===== src/logic/mic_consts.svh =====
`ifndef MIC_CONSTS_SVH
`define MIC_CONSTS_SVH
// Register byte offsets on the bus
`define MIC_OFF_CTRL 8'h00
`define MIC_OFF_POL 8'h04
`define MIC_OFF_PIE 8'h08
`define MIC_OFF_PEN 8'h0C
`define MIC_OFF_STAT 8'h10
// Reset values
`define MIC_MASK_RESET 1'h1
`define MIC_POL_RESET 4'h0
`define MIC_PIE_RESET 15'h0000
`define MIC_PEN_RESET 16'h0000
`define MIC_SP_RESET 8'hFF
`define MIC_SP_PAGE 8'h01
// Field positions
`define MIC_CC_I_BIT 3
`define MIC_POL01_LO 0
`define MIC_POL23_LO 2
// Sensitivity codes, {hi,lo}
`define MIC_POL_FALL_LOW 2'h0
`define MIC_POL_RISE 2'h1
// Timing: oscillator stabilization, in CPU cycles
`define MIC_STAB_CYCLES 13'h1000
`define MIC_PUSH_LAST 3'h4
// Vector base addresses (even byte of each pair)
`define MIC_VEC_RESET 16'hFFFE
`define MIC_VEC_TRAP 16'hFFFC
`define MIC_VEC_EXT0 16'hFFF6
`define MIC_VEC_EXT1 16'hFFF4
`define MIC_VEC_EXT2 16'hFFF2
`define MIC_VEC_EXT3 16'hFFF0
`define MIC_VEC_SYNC 16'hFFEC
`define MIC_VEC_TIMA 16'hFFEA
`define MIC_VEC_TIMB 16'hFFE8
`define MIC_VEC_ASYNC 16'hFFE6
`endif


===== src/logic/mic_pkg.sv =====
`default_nettype none
package mic_pkg;
  // Sequencer states
  typedef enum logic [2:0] {ST_RUN, ST_STAB, ST_PUSH, ST_VEC, ST_WAIT, ST_HALT,
                            ST_POP} mic_state_t;
  // Sources in priority order, highest maskable first
  typedef enum logic [3:0] {SRC_EXT0, SRC_EXT1, SRC_EXT2, SRC_EXT3, SRC_SYNC,
                            SRC_TIMA, SRC_TIMB, SRC_ASYNC, SRC_TRAP,
                            SRC_RESET} mic_src_t;
endpackage
`default_nettype wire


===== src/logic/mic_core.sv =====
// Summary of operation
// - Maskable requests serviced only with mask clear
// - Entry starts at instruction end, or on wake from Wait or Halt
// - Entry pushes PC, X, A, CC
// - Entry sets the global mask
// - Load PC from selected source vector
// - Return restores context, clears mask
// - Fixed priority resolves simultaneous requests
// - Trap enters regardless of mask
// - Any source wakes Wait; external wakes Halt
// - External vector needs event and clear mask
// - Edge latch cleared on service entry
// - Enabled pins of group are combined
// - Low enabled pin blocks group request
// - Peripheral flag needs enable and clear mask
// - Clear sequence drops the request latch
// - Reset and trap use top vectors
// - Line zero: port A 0-3, wakes Halt
// - Line one: port F 0-2, wakes Halt
// - Line two: port B 0-3, wakes Halt
// - Line three: port B 4-7, wakes Halt
// - Each peripheral shares one vector
// - Four sensitivities per two-bit polarity field
// - Halt wake waits stabilization count first
// - Entering Wait clears the global mask
//
// The implementer's own choices: the register addresses and the AHB-Lite slave port.
`timescale 1ns/1ps
`default_nettype none
`include "mic_consts.svh"
module mic_core (
  input  wire logic        core_clk_in,
  input  wire logic        reset_in,
  input  wire logic        hsel_in,
  input  wire logic [31:0] haddr_in,
  input  wire logic [1:0]  htrans_in,
  input  wire logic        hwrite_in,
  input  wire logic [2:0]  hsize_in,
  input  wire logic [31:0] hwdata_in,
  input  wire logic        hready_in,
  output logic             hreadyout_out,
  output logic             hresp_out,
  output logic [31:0]      hrdata_out,
  input  wire logic [3:0]  port_a_pin_in,
  input  wire logic [2:0]  port_f_pin_in,
  input  wire logic [7:0]  port_b_pin_in,
  input  wire logic [15:0] periph_flag_in,
  input  wire logic [3:0]  periph_clr_in,
  input  wire logic        instr_end_in,
  input  wire logic        trap_in,
  input  wire logic        return_from_service_instruction_in,
  input  wire logic        wait_in,
  input  wire logic        halt_in,
  input  wire logic [15:0] pc_in,
  input  wire logic [7:0]  x_in,
  input  wire logic [7:0]  a_in,
  input  wire logic [7:0]  cc_in,
  input  wire logic [7:0]  stack_rdata_in,
  output logic             stack_we_out,
  output logic             stack_re_out,
  output logic [15:0]      stack_addr_out,
  output logic [7:0]       stack_wdata_out,
  output logic             restore_we_out,
  output logic [2:0]       restore_sel_out,
  output logic [7:0]       restore_data_out,
  output logic             vec_load_out,
  output logic [15:0]      vec_addr_out,
  output logic             core_hold_out,
  output logic             osc_en_out,
  output logic             mask_out
);

  ////////////////////////////////////////////////////////////////////
  // Declarations
  mic_pkg::mic_state_t state_q;     // Sequencer state
  mic_pkg::mic_src_t   sel_q;       // Source being serviced
  mic_pkg::mic_src_t   win_src;     // Priority winner
  logic        mask_q;              // Global interrupt mask
  logic        mask_sv_q;           // Mask value before entry
  logic [3:0]  pol_q;               // Two polarity fields
  logic [14:0] pie_q;               // Pin interrupt enables
  logic [15:0] pen_q;               // Peripheral flag enables
  logic [7:0]  sp_q;                // Stack pointer low byte
  logic [2:0]  cnt_q;               // Push and pop byte count
  logic [12:0] stab_q;              // Stabilization count
  logic        rst_wake_q;          // Reset vector still owed
  logic [14:0] pin_s1_q;            // Pin synchroniser stage 1
  logic [14:0] pin_s2_q;            // Pin synchroniser stage 2
  logic [3:0]  lvl_prev_q;          // Line level last cycle
  logic [3:0]  ext_lat_q;           // External edge latches
  logic [3:0]  per_lat_q;           // Peripheral request latches
  logic [3:0]  lvl;                 // Combined line level
  logic [3:0]  act;                 // Line has an enabled pin
  logic [3:0]  ext_req;             // External requests
  logic [3:0]  ext_clr;             // Latch clear on entry
  logic [3:0]  grp_flag;            // Any flag of a peripheral
  logic [3:0]  grp_hit;             // Any enabled flag
  logic [7:0]  req_all;             // All maskable requests
  logic        take;                // Maskable entry now
  logic        wr_pend_q;           // Bus write in data phase
  logic [7:0]  waddr_q;             // Bus write address
  logic [31:0] rdata_q;             // Bus read data
  logic        rd_pend_q;           // Stack read in flight
  logic        rest_we_q;           // Restore write strobe
  logic [2:0]  rd_sel_q;            // Byte being restored
  logic        we_q;                // Stack write strobe
  logic        re_q;                // Stack read strobe
  logic [15:0] saddr_q;             // Stack address
  logic [7:0]  swdata_q;            // Stack write data
  logic [7:0]  rest_q;              // Restored byte
  logic        vld_q;               // Vector load strobe
  logic [15:0] vaddr_q;             // Vector address

  ////////////////////////////////////////////////////////////////////
  // Pin synchroniser, two stages
  always_ff @(posedge core_clk_in)
  begin
    pin_s1_q <= {port_b_pin_in, port_f_pin_in, port_a_pin_in};
    pin_s2_q <= pin_s1_q;
  end

  // Group combine: any low enabled pin pulls the line low
  assign lvl[0] = &(pin_s2_q[3:0] | ~pie_q[3:0]);
  assign lvl[1] = &(pin_s2_q[6:4] | ~pie_q[6:4]);
  assign lvl[2] = &(pin_s2_q[10:7] | ~pie_q[10:7]);
  assign lvl[3] = &(pin_s2_q[14:11] | ~pie_q[14:11]);
  assign act    = {|pie_q[14:11], |pie_q[10:7], |pie_q[6:4], |pie_q[3:0]};

  // Previous line level for edge detection
  always_ff @(posedge core_clk_in)
  begin
    if (reset_in)
      lvl_prev_q <= 4'hF;
    else
      lvl_prev_q <= lvl;
  end

  ////////////////////////////////////////////////////////////////////
  // Edge and level detection per line
  genvar gi;
  generate
    for (gi = 0; gi < 4; gi++)
    begin : g_line
      logic [1:0] pol;    // Field shared by line pair
      logic       fall;   // Falling edge seen
      logic       rise;   // Rising edge seen
      logic       ev;     // Selected edge seen
      assign pol  = (gi < 2) ? pol_q[`MIC_POL01_LO +: 2] : pol_q[`MIC_POL23_LO +: 2];
      assign fall = lvl_prev_q[gi] & ~lvl[gi];
      assign rise = ~lvl_prev_q[gi] & lvl[gi];
      assign ev   = act[gi] & ((fall & (pol != `MIC_POL_RISE)) | (rise & pol[0]));
      // Edge latch, new edge wins over entry clear
      always_ff @(posedge core_clk_in)
      begin
        if (reset_in)
          ext_lat_q[gi] <= 1'b0;
        else if (ev)
          ext_lat_q[gi] <= 1'b1;
        else if (ext_clr[gi])
          ext_lat_q[gi] <= 1'b0;
      end
      // Low level also requests in the default mode
      assign ext_req[gi] = ext_lat_q[gi]
                         | (act[gi] & (pol == `MIC_POL_FALL_LOW) & ~lvl[gi]);
      assign ext_clr[gi] = take && (win_src == mic_pkg::mic_src_t'(gi));
    end
  endgenerate

  ////////////////////////////////////////////////////////////////////
  // Peripheral groups: sync serial, timer A, timer B, async serial
  assign grp_flag = {|periph_flag_in[15:11], |periph_flag_in[10:7],
                     |periph_flag_in[6:2], |periph_flag_in[1:0]};
  assign grp_hit  = {|(periph_flag_in[15:11] & pen_q[15:11]),
                     |(periph_flag_in[10:7] & pen_q[10:7]),
                     |(periph_flag_in[6:2] & pen_q[6:2]),
                     |(periph_flag_in[1:0] & pen_q[1:0])};

  // Request latches; the peripheral's clear sequence empties them
  always_ff @(posedge core_clk_in)
  begin
    if (reset_in)
      per_lat_q <= 4'h0;
    else
      per_lat_q <= grp_flag | (per_lat_q & ~periph_clr_in);
  end

  // Pending but unenabled stays latched
  assign req_all = {per_lat_q & grp_hit, ext_req};

  ////////////////////////////////////////////////////////////////////
  // Fixed priority, lowest index wins
  always_comb
  begin
    win_src = mic_pkg::SRC_ASYNC;
    for (int i = 7; i >= 0; i--)
    begin
      if (req_all[i])
        win_src = mic_pkg::mic_src_t'(i[3:0]);
    end
  end

  // Maskable entry at instruction end with mask clear, on any request in Wait, or after Halt stabilization
  assign take = ((state_q == mic_pkg::ST_RUN) && instr_end_in && !trap_in
                 && !mask_q && (|req_all))
             || ((state_q == mic_pkg::ST_WAIT) && (|req_all))
             || ((state_q == mic_pkg::ST_STAB) && !rst_wake_q
                 && (stab_q == `MIC_STAB_CYCLES - 13'h1) && (|ext_req));

  ////////////////////////////////////////////////////////////////////
  // Sequencer
  always_ff @(posedge core_clk_in)
  begin
    if (reset_in)
    begin
      state_q    <= mic_pkg::ST_STAB;
      sel_q      <= mic_pkg::SRC_RESET;
      cnt_q      <= 3'h0;
      stab_q     <= 13'h0000;
      rst_wake_q <= 1'b1;
    end
    else
    begin
      unique case (state_q)
        mic_pkg::ST_RUN:
        begin
          cnt_q <= 3'h0;
          if (instr_end_in && trap_in)
          begin
            state_q <= mic_pkg::ST_PUSH;
            sel_q   <= mic_pkg::SRC_TRAP;
          end
          else if (take)
          begin
            state_q <= mic_pkg::ST_PUSH;
            sel_q   <= win_src;
          end
          else if (instr_end_in && return_from_service_instruction_in)
            state_q <= mic_pkg::ST_POP;
          else if (instr_end_in && wait_in)
            state_q <= mic_pkg::ST_WAIT;
          else if (instr_end_in && halt_in)
            state_q <= mic_pkg::ST_HALT;
        end
        mic_pkg::ST_STAB:
        begin
          // Oscillator settles before anything is serviced
          if (stab_q == `MIC_STAB_CYCLES - 13'h1)
          begin
            stab_q <= 13'h0000;
            if (rst_wake_q)
            begin
              state_q    <= mic_pkg::ST_VEC;
              rst_wake_q <= 1'b0;
            end
            else if (take)
            begin
              state_q <= mic_pkg::ST_PUSH;
              sel_q   <= win_src;
            end
            else
              state_q <= mic_pkg::ST_RUN;
          end
          else
            stab_q <= stab_q + 13'h1;
        end
        mic_pkg::ST_PUSH:
        begin
          // Five bytes then the vector
          cnt_q <= cnt_q + 3'h1;
          if (cnt_q == `MIC_PUSH_LAST)
            state_q <= mic_pkg::ST_VEC;
        end
        mic_pkg::ST_VEC:
          state_q <= mic_pkg::ST_RUN;
        mic_pkg::ST_WAIT:
        begin
          // Any request ends the wait
          if (take)
          begin
            state_q <= mic_pkg::ST_PUSH;
            sel_q   <= win_src;
          end
        end
        mic_pkg::ST_HALT:
        begin
          // Only external lines restart the oscillator
          if (|ext_req)
            state_q <= mic_pkg::ST_STAB;
        end
        mic_pkg::ST_POP:
        begin
          cnt_q <= cnt_q + 3'h1;
          if (cnt_q == `MIC_PUSH_LAST)
          begin
            state_q <= mic_pkg::ST_RUN;
            cnt_q   <= 3'h0;
          end
        end
      endcase
    end
  end

  ////////////////////////////////////////////////////////////////////
  // Global mask: entry sets it, wait, halt and return clear it
  always_ff @(posedge core_clk_in)
  begin
    if (reset_in)
    begin
      mask_q    <= `MIC_MASK_RESET;
      mask_sv_q <= `MIC_MASK_RESET;
    end
    else if (state_q != mic_pkg::ST_PUSH && state_q != mic_pkg::ST_VEC
             && (take || (state_q == mic_pkg::ST_RUN && instr_end_in && trap_in)))
    begin
      mask_q    <= 1'b1;
      mask_sv_q <= mask_q;
    end
    else if (state_q == mic_pkg::ST_RUN && instr_end_in && (wait_in || halt_in)
             && !return_from_service_instruction_in)
      mask_q <= 1'b0;
    else if (state_q == mic_pkg::ST_POP && cnt_q == 3'h0)
      mask_q <= 1'b0;
    else if (wr_pend_q && waddr_q == `MIC_OFF_CTRL)
      mask_q <= hwdata_in[0];
  end

  ////////////////////////////////////////////////////////////////////
  // Stack port: push PCL, PCH, X, A, CC; pop in reverse
  always_ff @(posedge core_clk_in)
  begin
    if (reset_in)
    begin
      sp_q      <= `MIC_SP_RESET;
      we_q      <= 1'b0;
      re_q      <= 1'b0;
      saddr_q   <= 16'h0000;
      swdata_q  <= 8'h00;
      rd_pend_q <= 1'b0;
      rest_we_q <= 1'b0;
      rd_sel_q  <= 3'h0;
      rest_q    <= 8'h00;
    end
    else
    begin
      we_q      <= state_q == mic_pkg::ST_PUSH;
      re_q      <= state_q == mic_pkg::ST_POP;
      rd_pend_q <= re_q;
      rest_we_q <= rd_pend_q;
      // RAM answers one cycle after the read strobe
      if (rd_pend_q)
        rest_q <= stack_rdata_in;
      // First restored byte is CC, then down to PCL
      if (state_q == mic_pkg::ST_POP && cnt_q == 3'h0)
        rd_sel_q <= `MIC_PUSH_LAST;
      else if (rest_we_q && rd_sel_q != 3'h0)
        rd_sel_q <= rd_sel_q - 3'h1;
      if (state_q == mic_pkg::ST_PUSH)
      begin
        saddr_q <= {`MIC_SP_PAGE, sp_q};
        sp_q    <= sp_q - 8'h01;
        unique case (cnt_q)
          3'h0: swdata_q <= pc_in[7:0];
          3'h1: swdata_q <= pc_in[15:8];
          3'h2: swdata_q <= x_in;
          3'h3: swdata_q <= a_in;
          default:
          begin
            swdata_q <= cc_in;
            swdata_q[`MIC_CC_I_BIT] <= mask_sv_q;
          end
        endcase
      end
      else if (state_q == mic_pkg::ST_POP)
      begin
        saddr_q <= {`MIC_SP_PAGE, sp_q + 8'h01};
        sp_q    <= sp_q + 8'h01;
      end
    end
  end

  ////////////////////////////////////////////////////////////////////
  // Vector load strobe and address
  always_ff @(posedge core_clk_in)
  begin
    if (reset_in)
    begin
      vld_q   <= 1'b0;
      vaddr_q <= `MIC_VEC_RESET;
    end
    else
    begin
      vld_q <= state_q == mic_pkg::ST_VEC;
      unique case (sel_q)
        mic_pkg::SRC_RESET: vaddr_q <= `MIC_VEC_RESET;
        mic_pkg::SRC_TRAP:  vaddr_q <= `MIC_VEC_TRAP;
        mic_pkg::SRC_EXT0:  vaddr_q <= `MIC_VEC_EXT0;
        mic_pkg::SRC_EXT1:  vaddr_q <= `MIC_VEC_EXT1;
        mic_pkg::SRC_EXT2:  vaddr_q <= `MIC_VEC_EXT2;
        mic_pkg::SRC_EXT3:  vaddr_q <= `MIC_VEC_EXT3;
        mic_pkg::SRC_SYNC:  vaddr_q <= `MIC_VEC_SYNC;
        mic_pkg::SRC_TIMA:  vaddr_q <= `MIC_VEC_TIMA;
        mic_pkg::SRC_TIMB:  vaddr_q <= `MIC_VEC_TIMB;
        default:            vaddr_q <= `MIC_VEC_ASYNC;
      endcase
    end
  end

  ////////////////////////////////////////////////////////////////////
  // Bus slave: zero wait states, always OKAY
  always_ff @(posedge core_clk_in)
  begin
    if (reset_in)
    begin
      wr_pend_q <= 1'b0;
      waddr_q   <= 8'h00;
      rdata_q   <= 32'h0000_0000;
    end
    else if (hready_in)
    begin
      wr_pend_q <= hsel_in && htrans_in[1] && hwrite_in && haddr_in[31:8] == 24'h0;
      waddr_q   <= haddr_in[7:0];
      rdata_q   <= 32'h0000_0000;
      if (hsel_in && htrans_in[1] && !hwrite_in && haddr_in[31:8] == 24'h0)
      begin
        unique case (haddr_in[7:0])
          `MIC_OFF_CTRL: rdata_q <= {31'h0, mask_q};
          `MIC_OFF_POL:  rdata_q <= {28'h0, pol_q};
          `MIC_OFF_PIE:  rdata_q <= {17'h0, pie_q};
          `MIC_OFF_PEN:  rdata_q <= {16'h0, pen_q};
          `MIC_OFF_STAT: rdata_q <= {17'h0, state_q, sel_q, req_all};
          default:       rdata_q <= 32'h0000_0000;
        endcase
      end
    end
  end

  // Configuration registers
  always_ff @(posedge core_clk_in)
  begin
    if (reset_in)
    begin
      pol_q <= `MIC_POL_RESET;
      pie_q <= `MIC_PIE_RESET;
      pen_q <= `MIC_PEN_RESET;
    end
    else if (wr_pend_q)
    begin
      if (waddr_q == `MIC_OFF_POL)
        pol_q <= hwdata_in[3:0];
      if (waddr_q == `MIC_OFF_PIE)
        pie_q <= hwdata_in[14:0];
      if (waddr_q == `MIC_OFF_PEN)
        pen_q <= hwdata_in[15:0];
    end
  end

  ////////////////////////////////////////////////////////////////////
  // Outputs
  assign hreadyout_out    = 1'b1;
  assign hresp_out        = 1'b0;
  assign hrdata_out       = rdata_q;
  assign stack_we_out     = we_q;
  assign stack_re_out     = re_q;
  assign stack_addr_out   = saddr_q;
  assign stack_wdata_out  = swdata_q;
  assign restore_we_out   = rest_we_q;
  assign restore_sel_out  = rd_sel_q;
  assign restore_data_out = rest_q;
  assign vec_load_out     = vld_q;
  assign vec_addr_out     = vaddr_q;
  assign core_hold_out    = (state_q != mic_pkg::ST_RUN) || re_q || rd_pend_q || rest_we_q;
  assign osc_en_out       = state_q != mic_pkg::ST_HALT;
  assign mask_out         = mask_q;

  ////////////////////////////////////////////////////////////////////
  // Assertions
  a_mask_blocks_entry: assert property (@(posedge core_clk_in) disable iff (reset_in)
    (state_q == mic_pkg::ST_RUN && instr_end_in && !trap_in && mask_q)
    |=> state_q != mic_pkg::ST_PUSH)
    else $error("entry taken while masked");

  a_entry_sets_mask: assert property (@(posedge core_clk_in) disable iff (reset_in)
    (state_q == mic_pkg::ST_PUSH) |-> mask_q)
    else $error("mask clear during entry");

  a_push_five_bytes: assert property (@(posedge core_clk_in) disable iff (reset_in)
    $rose(state_q == mic_pkg::ST_PUSH) |-> (state_q == mic_pkg::ST_PUSH)[*5]
    ##1 state_q == mic_pkg::ST_VEC)
    else $error("push not five bytes");

  a_vec_strobe: assert property (@(posedge core_clk_in) disable iff (reset_in)
    (state_q == mic_pkg::ST_VEC) |=> vld_q ##1 (!vld_q && state_q == mic_pkg::ST_RUN))
    else $error("vector strobe wrong");

  a_trap_unmasked: assert property (@(posedge core_clk_in) disable iff (reset_in)
    (state_q == mic_pkg::ST_RUN && instr_end_in && trap_in)
    |=> (state_q == mic_pkg::ST_PUSH && sel_q == mic_pkg::SRC_TRAP))
    else $error("trap not entered");

  a_ext0_first: assert property (@(posedge core_clk_in) disable iff (reset_in)
    (state_q == mic_pkg::ST_RUN && instr_end_in && !trap_in && !mask_q && req_all[0])
    |=> sel_q == mic_pkg::SRC_EXT0)
    else $error("priority order broken");

  a_halt_stays: assert property (@(posedge core_clk_in) disable iff (reset_in)
    (state_q == mic_pkg::ST_HALT && !(|ext_req)) |=> state_q == mic_pkg::ST_HALT)
    else $error("halt left without external");

  a_halt_stab: assert property (@(posedge core_clk_in) disable iff (reset_in)
    (state_q == mic_pkg::ST_HALT && (|ext_req)) |=> (state_q == mic_pkg::ST_STAB)[*8])
    else $error("halt wake skipped stabilization");

  a_return_unmask: assert property (@(posedge core_clk_in) disable iff (reset_in)
    (state_q == mic_pkg::ST_POP && cnt_q == 3'h0) |=> !mask_q)
    else $error("return kept mask");

  a_wait_unmasked: assert property (@(posedge core_clk_in) disable iff (reset_in)
    (state_q == mic_pkg::ST_WAIT) |-> !mask_q)
    else $error("mask set during wait");

endmodule
`default_nettype wire


===== config.mk =====
export PLATFORM = sky130hd
export DESIGN_NAME = mic_core
export DESIGN_NICKNAME = d
export VERILOG_FILES = /design/src/logic/mic_pkg.sv /design/src/logic/mic_core.sv
export VERILOG_INCLUDE_DIRS = /design/src /design/src/logic
export SDC_FILE = /design/constraint.sdc
export NUM_CORES = 1
export LEC_CHECK = 0
export ABC_AREA = 1
export BUFFER_PORTS_ARGS = -buffer_cell sky130_fd_sc_hd__buf_2
export CAP_MARGIN = 20
export CORE_MARGIN = 1
export CORE_UTILIZATION = 45
export CTS_BUF_LIST = sky130_fd_sc_hd__clkbuf_4 sky130_fd_sc_hd__clkbuf_8 sky130_fd_sc_hd__clkbuf_16
export CTS_CLUSTER_DIAMETER = 60
export DETAILED_ROUTE_END_ITERATION = 8
export PLACE_DENSITY = 0.78
export SETUP_SLACK_MARGIN = 0.3
export SYNTH_ARGS = -nofsm -noshare
export SYNTH_HDL_FRONTEND = slang
export SYNTH_SLANG_ARGS = --single-unit

===== constraint.sdc =====
create_clock -name core_clk_in -period 2.8 [get_ports core_clk_in]
set_input_delay 0.28 -clock core_clk_in [delete_from_list [all_inputs] [get_ports core_clk_in]]
set_output_delay 0.28 -clock core_clk_in [all_outputs]
set_load 0.02 [all_outputs]

**Word-level counts from Yosys, hierarchy flattened**

Memories as Yosys holds them, arrays and structs flattened. A register that Yosys moved wholly into a read port is not among the register bits.
Index checks and enable logic that the tools add are counted.

- Input bits: 162
- Memories: 1
- Register bits: 201
- ROM bits: 64

Memory list:

| name | words | width | rd ports | clocked after Yosys merged registers in | write ports | RTL line | source |
|---|---|---|---|---|---|---|---|
| (name not given) | 16 | 4 | 1 | 1 | 0 | mic_core.sv:393 | `unique case (sel_q)` |

- Bitwise gates (word level): 60
- Muxes and demuxes: 48
- $add $sub $neg: 5
- Equal/unequal tests: 33
- Reductions and logical operators: 86

Operator list:

| kind | number |
|---|---|
| 16-bit one-hot mux with 5 select lines | 1 |
| 4-bit 2-to-1 mux | 10 |
| 3-bit 2-to-1 mux | 13 |
| 8-bit by 4-bit == test with 1-bit output, second input constant | 4 |
| 8-bit one-hot mux with 4 select lines | 1 |
| 1-bit logical AND | 29 |
| 1-bit AND | 28 |
| 24-bit zero test | 1 |
| 4-bit OR reduction | 6 |
| 3-bit one-hot mux with 7 select lines | 1 |
| 5-bit OR reduction | 4 |
| 9-bit 2-to-1 mux | 2 |
| 8-bit by 3-bit == test with 1-bit output, second input constant | 2 |
| 8-bit zero test | 2 |
| 16-bit 2-to-1 mux | 1 |
| 8-bit 2-to-1 mux | 2 |
| 4-bit NOT | 4 |
| 4-bit OR | 4 |
| 3-bit nonzero test | 5 |
| 13-bit by 1-bit adder with 13-bit output, second input constant | 1 |
| 13-bit by 12-bit == test with 1-bit output, second input constant | 1 |
| 13-bit 2-to-1 mux | 1 |
| 4-bit AND | 3 |
| 3-bit by 2-bit == test with 1-bit output, second input constant | 4 |
| 37 further kinds | 102 |

**Logic depth before layout (Yosys ltp)**

Gate-level depths: netlist of the first run.

- Depth after elaboration: 14
- Depth in mapped cells: 17

**Worst setup path after synthesis of the first run**

OpenSTA, ideal clock, no wires.

- Path type: reg2reg
- From: register stab_q[1]
- To: register state_q[2]
- Buffers on the path: 0
- Setup time: 0.125 ns
- Cell stages (with the launch flop): 15
- Required time: 2.675 ns
- Arrival: 1.524 ns
- Setup slack: 1.151 ns
- Cell sequence: dfxtp_1 ha_1 nand2_1 nor2_1 nand2_1 nor2_2 nand3_2 nand2_4 nand2_4 nand3_1 nand2_1 nor2_2 nand2_1 nand2_1 nor2_2

- Cells in the longest elaborated chain, start to end: 7

RTL lines:

| what | RTL line | source |
|---|---|---|
| start: declaration | mic_core.sv:85 | `logic [12:0] stab_q;` |
| start signal: assignment | mic_core.sv:264 | `stab_q <= stab_q + 13'h1;` |
| 13-bit by 12-bit == test with 1-bit output * | mic_core.sv:207, mic_core.sv:247 |  |
| 1-bit logical AND (2 in series) | mic_core.sv:206 | `\|\| ((state_q == mic_pkg::ST_STAB) && !rst_wake_q` |
| 1-bit logical OR | mic_core.sv:203 | `assign take = ((state_q == mic_pkg::ST_RUN) && instr_end_in && !trap_in` |
| 3-bit 2-to-1 mux | mic_core.sv:232 | `else if (take)` |
| 3-bit 2-to-1 mux | mic_core.sv:227 | `if (instr_end_in && trap_in)` |
| 3-bit one-hot mux with 7 select lines | mic_core.sv:223 | `unique case (state_q)` |
| end signal: assignment | mic_core.sv:229 | `state_q <= mic_pkg::ST_PUSH;` |
| end signal: assignment | mic_core.sv:234 | `state_q <= mic_pkg::ST_PUSH;` |
| end signal: assignment | mic_core.sv:238 | `state_q <= mic_pkg::ST_POP;` |
| end: declaration | mic_core.sv:75 | `mic_pkg::mic_state_t state_q;` |

Mark *: on every way between the ends. The rest lies on a longest branch, timed or not.
A chain may end at the register's enable or synchronous reset.

**Final worst setup path of the first run**

- From: register pen_q[2]
- To: register state_q[2]

- Cells in the longest elaborated chain, start to end: 10

RTL lines:

| what | RTL line | source |
|---|---|---|
| start: declaration | mic_core.sv:82 | `logic [15:0] pen_q;` |
| start signal: assignment | mic_core.sv:444 | `` pen_q <= `MIC_PEN_RESET; `` |
| start signal: assignment | mic_core.sv:453 | `pen_q <= hwdata_in[15:0];` |
| 5-bit AND * | mic_core.sv:175 | `\|(periph_flag_in[6:2] & pen_q[6:2]),` |
| 5-bit OR reduction * | mic_core.sv:175 |  |
| 4-bit AND * | mic_core.sv:188 | `assign req_all = {per_lat_q & grp_hit, ext_req};` |
| 8-bit OR reduction * | mic_core.sv:204, mic_core.sv:205 |  |
| 1-bit logical AND (on tied branches) | mic_core.sv:204, mic_core.sv:205 |  |
| 1-bit logical OR * | mic_core.sv:205 | `\|\| ((state_q == mic_pkg::ST_WAIT) && (\|req_all))` |
| 1-bit logical OR * | mic_core.sv:203 |  |
| 3-bit 2-to-1 mux | mic_core.sv:232 |  |
| 3-bit 2-to-1 mux | mic_core.sv:227 |  |
| 3-bit one-hot mux with 7 select lines | mic_core.sv:223 |  |

Marked as above.

==> results of run 1 <==
final cells by class:
cell class / instances / area (um2)
Sequential cell: 173 / 3460
Clock buffer: 17 / 425
Tap cell: 225 / 282
Clock inverter: 15 / 211
Fill cell: 1596 / 7510
Inverter: 136 / 510
Multi-Input combinational cell: 730 / 3800
Timing Repair Buffer: 220 / 1210
state kept, by name (all words and copies together), names as in the netlist, 9 cells and up:
name	flops
pin_s2_q	15
pie_q	15
pen_q	16
hrdata_out	16
pin_s1_q	15
stack_addr_out	9
stab_q	13
metal layers:
metal	up-vias	share of wire	global-route usage
met2	294	0.47	0.362
met1	3413	0.43	0.283
met3	32	0.076	0.0488
met4	0	0.022	0.0753
met5	-	0	0
li1	3873	-	-
logic make-up (layout without fill, tap and decap cells):
group                      after synthesis  count (layout)  synth area share
and+or+nand+nor                        432             432             0.241
AOI/OAI and AO/OA                      233             233             0.174
buffers and inverters                  207             388             0.117
DFF                                    173             173             0.429
adders and majority gates               14              14            0.0217
xor gates and xnor gates                13              13            0.0141
other                                    2              37          0.000931
muxes                                    1               1           0.00124
how the worst max path moves through the flow:
stage | endpoint | depth (start not counted) | slack, ps | from
5_1_grt | mask_out | 10 | 600 | state_q[1]
6_report | state_q[2] | 12 | 780 | pen_q[2]
3_3_place_gp | hrdata_out[0] | 11 | 840 | haddr_in[3]
3_5_place_dp | hrdata_out[0] | 11 | 770 | haddr_in[3]
4_1_cts | mask_out | 10 | 820 | state_q[1]
2_1_floorplan | state_q[2] | 14 | 1150 | stab_q[1]
where the power goes:
group,switching (mW),total (mW),leakage (nW),internal [mW]
combinational,0.808,1.24,2.98,0.431
clock,1.22,2.48,0.309,1.26
sequential,0.105,2.71,1.41,2.60
total,2.13,6.43,4.70,4.29
stage by stage:
stage / worst slack (ps) / hold slack (ps) / total power, mW
final: 780 / 67.4 / 6.43
after global routing: 595 / 70.7 / 6.74
after floorplan: 1150 / 308 / 3.65
after global placement: 840 / 310 / 3.96
after detailed placement: 769 / 312 / 3.98
after CTS: 817 / 55.0 / 6.47
worst register-to-register path: cells and delay by family, from the launching register on:
family | cells | cell delay [ps]
AOI/OAI and AO/OA | 2 | 630
DFF | 1 | 360
and+or+nand+nor | 10 | 910
what timing repair did:
action	4_1_cts	5_1_grt
buffers inserted	0	0
hold buffers	15	0
hold endpoints to repair	15	0
placed cells by master (no fill, tap or decap), types with 17 or more instances in the layout:
| master | instances |
|---|---|
| nor3_1 | 20 |
| conb_1 | 37 |
| a21oi_1 | 76 |
| nor2_1 | 103 |
| clkbuf_16 | 17 |
| dfxtp_1 | 173 |
| nand2_1 | 213 |
| inv_1 | 125 |
| o21ai_0 | 86 |
| o211ai_1 | 22 |
| buf_2 | 195 |
| nand3_1 | 40 |
==> out/metrics.csv, run 1 <==
stage;metric;value;unit
run_status;outcome;finished, final reports clean;
synthesis;register bit count reported by yosys;173;
worst_setup_path;Worst Path Max Fanout;7;
timing;Max-Slew Margin vs Limit;0.521;
route;# DRC;0;
global_route;first-pass GRT wire length;31.9;mm
synthesis;Seq/Total Area, Yosys;0.429;
worst_setup_path;r2r setup slk;780;ps
global_route;gr usage total;0.220;
layout;Post-Layout Cell Count;1516;
worst_setup_path;RR Endpoint;state_q[2];
synthesis;top_reg_cell synth;dfxtp_1;
pwr;maximum vdd drop;0.457;mV
cts;Reg clk slew, reported paths;80;ps
layout;final instance area;9900;um2
worst_setup_path;Crit-path slowest cell;o21ai_0;
pwr;leakage;4.70;nW
die;row count;48;
die;die area;18500;um2
timing;unrepaired setup endpoints after global routing;false;
placement;Port-buffer cells;195;
cts;number of H-tree levels;4;
worst_hold_path;hold path depth;3;
synthesis;cells after synthesis;1075;
route;vias;7612;
worst_setup_path;CP most frequent cell;nand2_1;
layout;Area Overhead vs Synth;22.7;%
global_route;initial antenna violation count;0;
timing;Final Critical Period;2020;ps
die;DIE WIDTH;136;um
placement;hpwl dp;15.2;mm
synthesis;ys async rst share;0;
worst_setup_path;CP required;3110;ps
cts;clk sinks;173;
timing;Tcrit/Tclk final;0.721;
cts;number of CTS-inserted buffers;17;
global_route;number of global-route vias before repair;6639;
pwr;pwr dens;649;nW/um2
route;post-route ant nets;0;
layout;ant diodes;0;
global_route;gr ovfl total;0;
worst_setup_path;Crit path arrival time;2330;ps
synthesis;post-synth top area share;0.429;
route;Avg Vias per Cell;5.02;
worst_setup_path;r2r worst-path depth;12;
worst_hold_path;Hold Crit Endpoint;restore_data_out[4];
timing;final clock skew;9.57;ps
synthesis;Netlist Area Pre-Place;8070;um2
cts;CTS tree;yes;
timing;Fmax;495;MHz
worst_setup_path;CP endpoint kind;flop;
synthesis;most common cell in the netlist;nand2_1;
die;core outline area;17400;um2
worst_hold_path;HP Class;primary input to flop;
placement;final RePlAce weighted congestion;0.925;
timing;actual slew at the worst max-slew pin;715;ps
placement;Post-Place Cells;1469;
timing;Hold Violations, Final;0;
worst_setup_path;Setup CP Type;flop to flop;
synthesis;largest area contributor in the netlist;dfxtp_1;
job;Max-Cap Viols;0;
worst_setup_path;CP delay by family, top;simple AND/OR/NAND/NOR gates;
timing;final setup fails;0;
synthesis;Syn Area/Cell;7.51;um2
synthesis;synth top area cells;dfxtp_1 (43%), nand2_1 (9.9%), inv_1 (5.9%);
global_route;pin count of the biggest net entering global routing;64;
timing;final setup TNS;0;ps
synthesis;number of synthesized flops with an enable pin;0;
cts;clk_lat worst skew;440;ps
worst_setup_path;Reg2Reg Launch Point;pen_q[2];
synthesis;Commonest cells post-synth;nand2_1 (213), dfxtp_1 (173), inv_1 (126);
worst_setup_path;CP Launch Type;flop;
placement;dpl cell area;9120;um2
synthesis;Yosys warning count;0;
worst_setup_path;critical-path cell list;nand2_1 > nand2_1 > o21ai_0 > nand2_1 > nor2_1 > nor2_1 > a21oi_4 > nand3b_1 > nand2_1 > nand2_1 > nand2_1 > nor2_2;
die;die height;136;um
die;Initial Utilization;0.463;
die;Ports;254;
layout;layout cells sized above 1;0.226;
cts;clk root buf;clkbuf_16;
cts;Post-CTS Resized;0;
cts;Max Root-Sink Buffers;2;
route;initial drt markers;559;
worst_hold_path;HP Start;stack_rdata_in[4];
layout;Nets;1454;
synthesis;post-synth cell types;52;
route;router iterations before antenna repair;5;
route;final WL;20.8;mm
layout;Final Util;0.569;
route;WL/cell;13.7;um
worst_setup_path;Buf+Inv Stages, Crit Path;0;
worst_setup_path;Crit path largest cell delay;400;ps
timing;fin. max-slew vios;0;
No activity file was read; power rests on OpenSTA's default activity.
==> run 2, diff against run 1 <==
PLACE_DENSITY = 0.81   (was 0.78)
clock period = 1.7 ns   (was 2.8 ns; I/O delays follow)
==> run 2 against run 1 <==
Compared with the run above: cell count up 11%; setup slack worse by 1100 ps; count of clock-buffer cells in the layout grew 3; clock skew up 4.6 ps; sequential share of layout area is 7.3 points lower; the flow now finishes with violations (negative setup slack); sequential power rose by 68%; maximum frequency grew 1.8%; die area is the same; combinational power rose to 3.2 times the previous value; critical endpoint is now state_q[1]; clock power increased by 58%; non-clock buffer count grew 160.
==> out/metrics.csv, run 2 (same netlist as run 1, synthesis figures left out) <==
stage;metric;value;unit
run_status;outcome;finished, violations left;
run_status;failing checks;negative setup slack;
layout;# fillers;1067;
global_route;number of global-route vias before repair;8811;
timing;Final Critical Period;1980;ps
die;row count;48;
global_route;initial antenna violation count;3;
route;WL/cell;20.2;um
worst_setup_path;CP delay by family, top;simple AND/OR/NAND/NOR gates;
layout;Final Util;0.731;
timing;final setup fails;38;
layout;most frequent cells in the layout;buf_2 (191), nand2_1 (170), dfxtp_1 (139);
worst_setup_path;CP required;2030;ps
cts;number of CTS-inserted buffers;17;
timing;actual slew at the worst max-slew pin;689;ps
cts;clk sinks;173;
global_route;gr usage total;0.290;
layout;layout cells sized above 1;0.460;
die;die area;18500;um2
cts;Max Root-Sink Buffers;2;
worst_setup_path;CP Depth;14;
worst_hold_path;HP Class;primary input to flop;
worst_setup_path;critical-path cell list;nand2_1 > nand2_1 > inv_2 > nand2_4 > nand2_4 > nand2_4 > nor2_4 > nand2_4 > a21oi_4 > nand4_1 > nand2_1 > nand2_1 > nand2_1 > nor2_2;
pwr;maximum vdd drop;0.991;mV
placement;final RePlAce weighted congestion;0.901;
worst_setup_path;Crit-path slowest cell;dfxtp_1;
worst_setup_path;Setup CP Type;flop to flop;
worst_setup_path;CP Launch Type;flop;
timing;final worst setup slack;-284;ps
die;DIE WIDTH;136;um
global_route;first-pass GRT wire length;41.8;mm
timing;final clock skew;14.2;ps
worst_setup_path;Worst Path Max Fanout;6;
route;router iterations before antenna repair;7;
worst_setup_path;CP most frequent cell;nand2_1;
layout;most common cell after layout, fill and taps aside;buf_2;
cts;number of H-tree levels;4;
route;initial drt markers;1121;
layout;Nets;1614;
route;Avg Vias per Cell;5.81;
timing;Fmax;504;MHz
die;core outline area;17400;um2
layout;Reg area;3520;um2
worst_setup_path;Crit path arrival time;2310;ps
route;final WL;33.9;mm
placement;Post-Place Cells;1518;
job;Max-Cap Viols;0;
worst_hold_path;hold path depth;3;
global_route;gr ovfl total;0;
layout;Area Overhead vs Synth;57.8;%
cts;CTS tree;yes;
worst_setup_path;CP endpoint kind;flop;
cts;Reg clk slew, reported paths;80;ps
worst_setup_path;Buf+Inv Stages, Crit Path;1;
die;Ports;254;
timing;Max-Slew Margin vs Limit;0.540;
placement;hpwl dp;16.0;mm
global_route;pin count of the biggest net entering global routing;43;
route;# DRC;0;
timing;Hold Violations, Final;0;
layout;Post-Layout Cell Count;1677;
timing;Tcrit/Tclk final;1.17;
timing;fin. max-slew vios;0;
placement;Post-Place Setup Slack;-55.3;ps
die;Initial Utilization;0.463;
cts;clk root buf;clkbuf_16;
pwr;leakage;5.91;nW
layout;area of the multi-input gates;4830;um2
cts;clk_lat worst skew;450;ps
worst_setup_path;r2r worst-path depth;14;
die;die height;136;um
worst_setup_path;Crit path largest cell delay;380;ps
placement;Port-buffer cells;195;
pwr;pwr dens;974;nW/um2
route;vias;9745;
timing;unrepaired setup endpoints after global routing;true;
route;post-route ant nets;0;
-- run 2: cell count changes in the layout (fill, tap and decap cells not counted), moves of 20 or more --
cell and change:
nor2_1 -27, buf_4 +83, a21oi_1 -34, nand3_2 +21
nand2_4 +23, nand3_1 -21, nand2_1 -43, dfxtp_1 -34
dfxtp_2 +27, a21oi_2 +33, nand2_2 +20, o21ai_0 -34
inv_1 -20, buf_6 +44
-- run 2: where the power goes --
part           leakage, nW  switching, mW  internal (mW)
clock                0.283           1.87           2.04
combinational         4.20           2.20           1.75
sequential            1.42          0.227           4.31
-- run 2: cell type report --
type	instances	share of cell area
flip-flops and latches	173	0.277
inverters	136	0.0447
well taps	225	0.0221
clock buffers	20	0.0362
multi-input cells	730	0.379
repair buffers	380	0.231
clock inverters	12	0.00982
diodes	1	0.000196
-- run 2: stage by stage --
step,area (um2),power [mW],TNS (ps),hold slack (ps)
global placement,9640,6.74,-0.705,273
floorplan,8340,6.09,0,198
global route,12700,12.8,-6260,13.1
finish,12700,12.4,-3880,7.41
detailed placement,9640,6.78,-240,274
CTS,11700,11.5,-43.2,1.55
-- run 2: worst register-to-register path: cells and delay by family, from the launching register on --
family | cells | cell delay (ps)
AOI/OAI and AO/OA | 1 | 230
buffers and inverters | 1 | 70
DFF | 1 | 380
and+or+nand+nor | 12 | 1200
-- run 2: path summary, 6_finish.rpt --
check | startpoint | end | slack, ps
max | pie_q[13] | state_q[1] | -280
min | haddr_in[1] | waddr_q[1] | 7
max reg2reg | pie_q[13] | state_q[1] | -280
min reg2reg | pin_s1_q[1] | pin_s2_q[1] | 330
-- run 2: repair_timing --
| action | 4_1_cts | 5_1_grt |
|---|---|---|
| endpoints found under the hold margin | 31 | 0 |
| gates resized for setup | 162 | 220 |
| setup endpoints to repair | 79 | 95 |
| cloned | 8 | 2 |
| hold buffers | 32 | 0 |
| setup buffers | 46 | 38 |
| pin swaps | 54 | 79 |
-- run 2: per-layer routing --
metal  GRT usage  vias to the layer above  routed length, um
li1            -                     4208                  -
met1       0.303                     4523              11100
met2       0.534                      776              17000
met3      0.0682                      234               3440
met4       0.156                        4               2290
met5           0                        -                 22
==> run 3, diff against run 2 <==
CTS_CLUSTER_DIAMETER = not set   (was 60)
PLACE_DENSITY = not set   (was 0.81)
PLACE_DENSITY_LB_ADDON = 0.05   (was not set)
==> run 3 against run 2 <==
Compared with the run above: the flow still finishes with violations (negative setup slack); cell count is 1.0% lower; maximum frequency grew 15%; clock power decreased by 4%; register-to-register slack gained 260 ps; final area decreased by 4.3%; flip-flop and latch count is the same; first-iteration DRC count shrank 65%; die area is the same; clock skew decreased by 4.6 ps; combinational power decreased by 20%; critical path depth unchanged; via count fell by 15%; largest cell class unchanged.
==> out/metrics.csv, run 3 (same netlist as run 1, synthesis figures left out) <==
stage;metric;value;unit
run_status;outcome;finished, violations left;
run_status;failing checks;negative setup slack;
die;row count;48;
pwr;leakage;5.62;nW
worst_setup_path;CP Launch Type;flop;
timing;Final Critical Period;1720;ps
timing;WHS;21.9;ps
pwr;maximum vdd drop;0.759;mV
cts;number of CTS-inserted buffers;17;
pwr;Int Power;7.64;mW
die;Initial Utilization;0.463;
cts;clk sinks;173;
job;Max-Cap Viols;0;
worst_setup_path;Crit path arrival time;2050;ps
cts;CTS tree;yes;
worst_setup_path;Crit-path slowest cell;dfxtp_2;
timing;Max-Slew Margin vs Limit;0.663;
worst_setup_path;Crit path largest cell delay;350;ps
global_route;number of global-route vias before repair;7435;
layout;area of the multi-input gates;4630;um2
worst_setup_path;CP endpoint kind;flop;
timing;actual slew at the worst max-slew pin;498;ps
layout;most common cell after layout, fill and taps aside;buf_2;
route;vias;8260;
cts;Max Root-Sink Buffers;2;
route;post-route ant nets;0;
global_route;initial antenna violation count;0;
timing;Fmax;580;MHz
route;Avg Vias per Cell;4.98;
pwr;Sequential Power Share;0.395;
global_route;gr ovfl total;0;
pwr;combinational fraction of design power;0.276;
worst_setup_path;Worst Path Max Fanout;4;
timing;final worst setup slack;-23.9;ps
pwr;pwr dens;937;nW/um2
cts;clk root buf;clkbuf_16;
placement;hpwl dp;15.6;mm
global_route;pin count of the biggest net entering global routing;52;
route;# DRC;0;
pwr;Clock Power Share;0.329;
worst_setup_path;Setup CP Type;flop to flop;
global_route;first-pass GRT wire length;35.4;mm
timing;final clock skew;9.62;ps
layout;ant diodes;0;
route;initial drt markers;393;
placement;Port-buffer cells;195;
cts;number of H-tree levels;4;
timing;Hold Violations, Final;0;
timing;final setup TNS;-47.9;ps
worst_setup_path;CP most frequent cell;nand2_4;
die;core outline area;17400;um2
layout;most frequent cells in the layout;buf_2 (193), nand2_1 (181), dfxtp_1 (145);
route;final WL;23.6;mm
global_route;gr usage total;0.245;
cts;Reg clk slew, reported paths;70;ps
layout;# fillers;1432;
die;Ports;254;
die;DIE WIDTH;136;um
die;die area;18500;um2
layout;Area Overhead vs Synth;51.0;%
route;WL/cell;14.2;um
layout;Reg area;3520;um2
worst_setup_path;CP delay by family, top;simple AND/OR/NAND/NOR gates;
timing;final setup fails;4;
layout;Nets;1598;
timing;Tcrit/Tclk final;1.01;
pwr;P_sw;3.78;mW
pwr;total power;11.4;mW
cts;clk_lat worst skew;440;ps
timing;fin. max-slew vios;0;
worst_hold_path;HP Class;primary input to flop;
pwr;Sw Share;0.331;
placement;final RePlAce weighted congestion;0.809;
worst_setup_path;critical-path cell list;ha_4 > nand2_4 > nor2_4 > nand2_2 > nor2_4 > nand3_2 > nand2_4 > nand2_4 > nand2_4 > nor3_4 > nor2_4 > nand2_1 > nand2_1 > nor2_2;
timing;unrepaired setup endpoints after global routing;true;
worst_setup_path;Buf+Inv Stages, Crit Path;0;
route;router iterations before antenna repair;5;
worst_setup_path;CP required;2020;ps
die;die height;136;um
layout;layout cells sized above 1;0.431;
[run 3: area by class of cell]
class / count / area share
Clock buffer: 17 / 0.0349
Clock inverter: 15 / 0.0119
Tap cell: 225 / 0.0231
Sequential cell: 173 / 0.289
Timing Repair Buffer: 364 / 0.216
Multi-Input combinational cell: 730 / 0.380
Inverter: 136 / 0.0444
[run 3: what timing repair did]
action                                  in CTS  in global routing
endpoints found under the setup margin      77                 94
endpoints found under the hold margin       38                  0
cloned                                       3                  5
setup buffers                               13                 34
hold buffers                                35                  0
pin swaps                                   27                 58
gates resized for setup                    110                203
[run 3: final timing paths]
path / from / to / slack (ps) / depth (start not counted)
max: stab_q[0] / state_q[2] / -20 / 14
min reg2reg: pin_s1_q[1] / pin_s2_q[1] / 330 / 0
max reg2reg: stab_q[0] / state_q[2] / -20 / 14
min: periph_clr_in[1] / per_lat_q[1] / 20 / 3
[run 3: power by group through the flow]
stage | Sequential (mW) | Clock, mW | Combinational (mW)
after floorplan | 4.62 | 0 | 1.47
after global placement | 4.56 | 0 | 2.30
final | 4.51 | 3.75 | 3.15
after global routing | 4.54 | 3.98 | 3.46
after CTS | 4.49 | 3.84 | 2.55
after detailed placement | 4.57 | 0 | 2.30
[run 3: per-layer routing]
metal,track usage,up-vias,wire length [um]
met2,0.430,248,12100
met4,0.0753,0,317
li1,-,4165,-
met1,0.306,3825,10100
met3,0.0380,22,1140
met5,0,-,0
[run 3: through the flow]
step / instances / area [um2] / utilization / worst slack (ps)
after detailed placement: 1538 / 9800 / 0.563 / -73.0
after CTS: 1621 / 11200 / 0.643 / -28.0
after floorplan: 1110 / 8340 / - / 135
final: 1660 / 12200 / 0.700 / -23.9
after global routing: 1660 / 12200 / 0.700 / -162
after global placement: 1538 / 9800 / 0.563 / -44.0
[run 3: worst reg2reg max path, stage by stage, from the launching register on]
cell     delay (ps)
dfxtp_2         350
ha_4            150
nand2_4          60
nor2_4          110
nand2_2          90
nor2_4          120
nand3_2          90
nand2_4         120
nand2_4          80
nand2_4         100
nor3_4           50
nor2_4          130
nand2_1          70
nand2_1          70
nor2_2           30
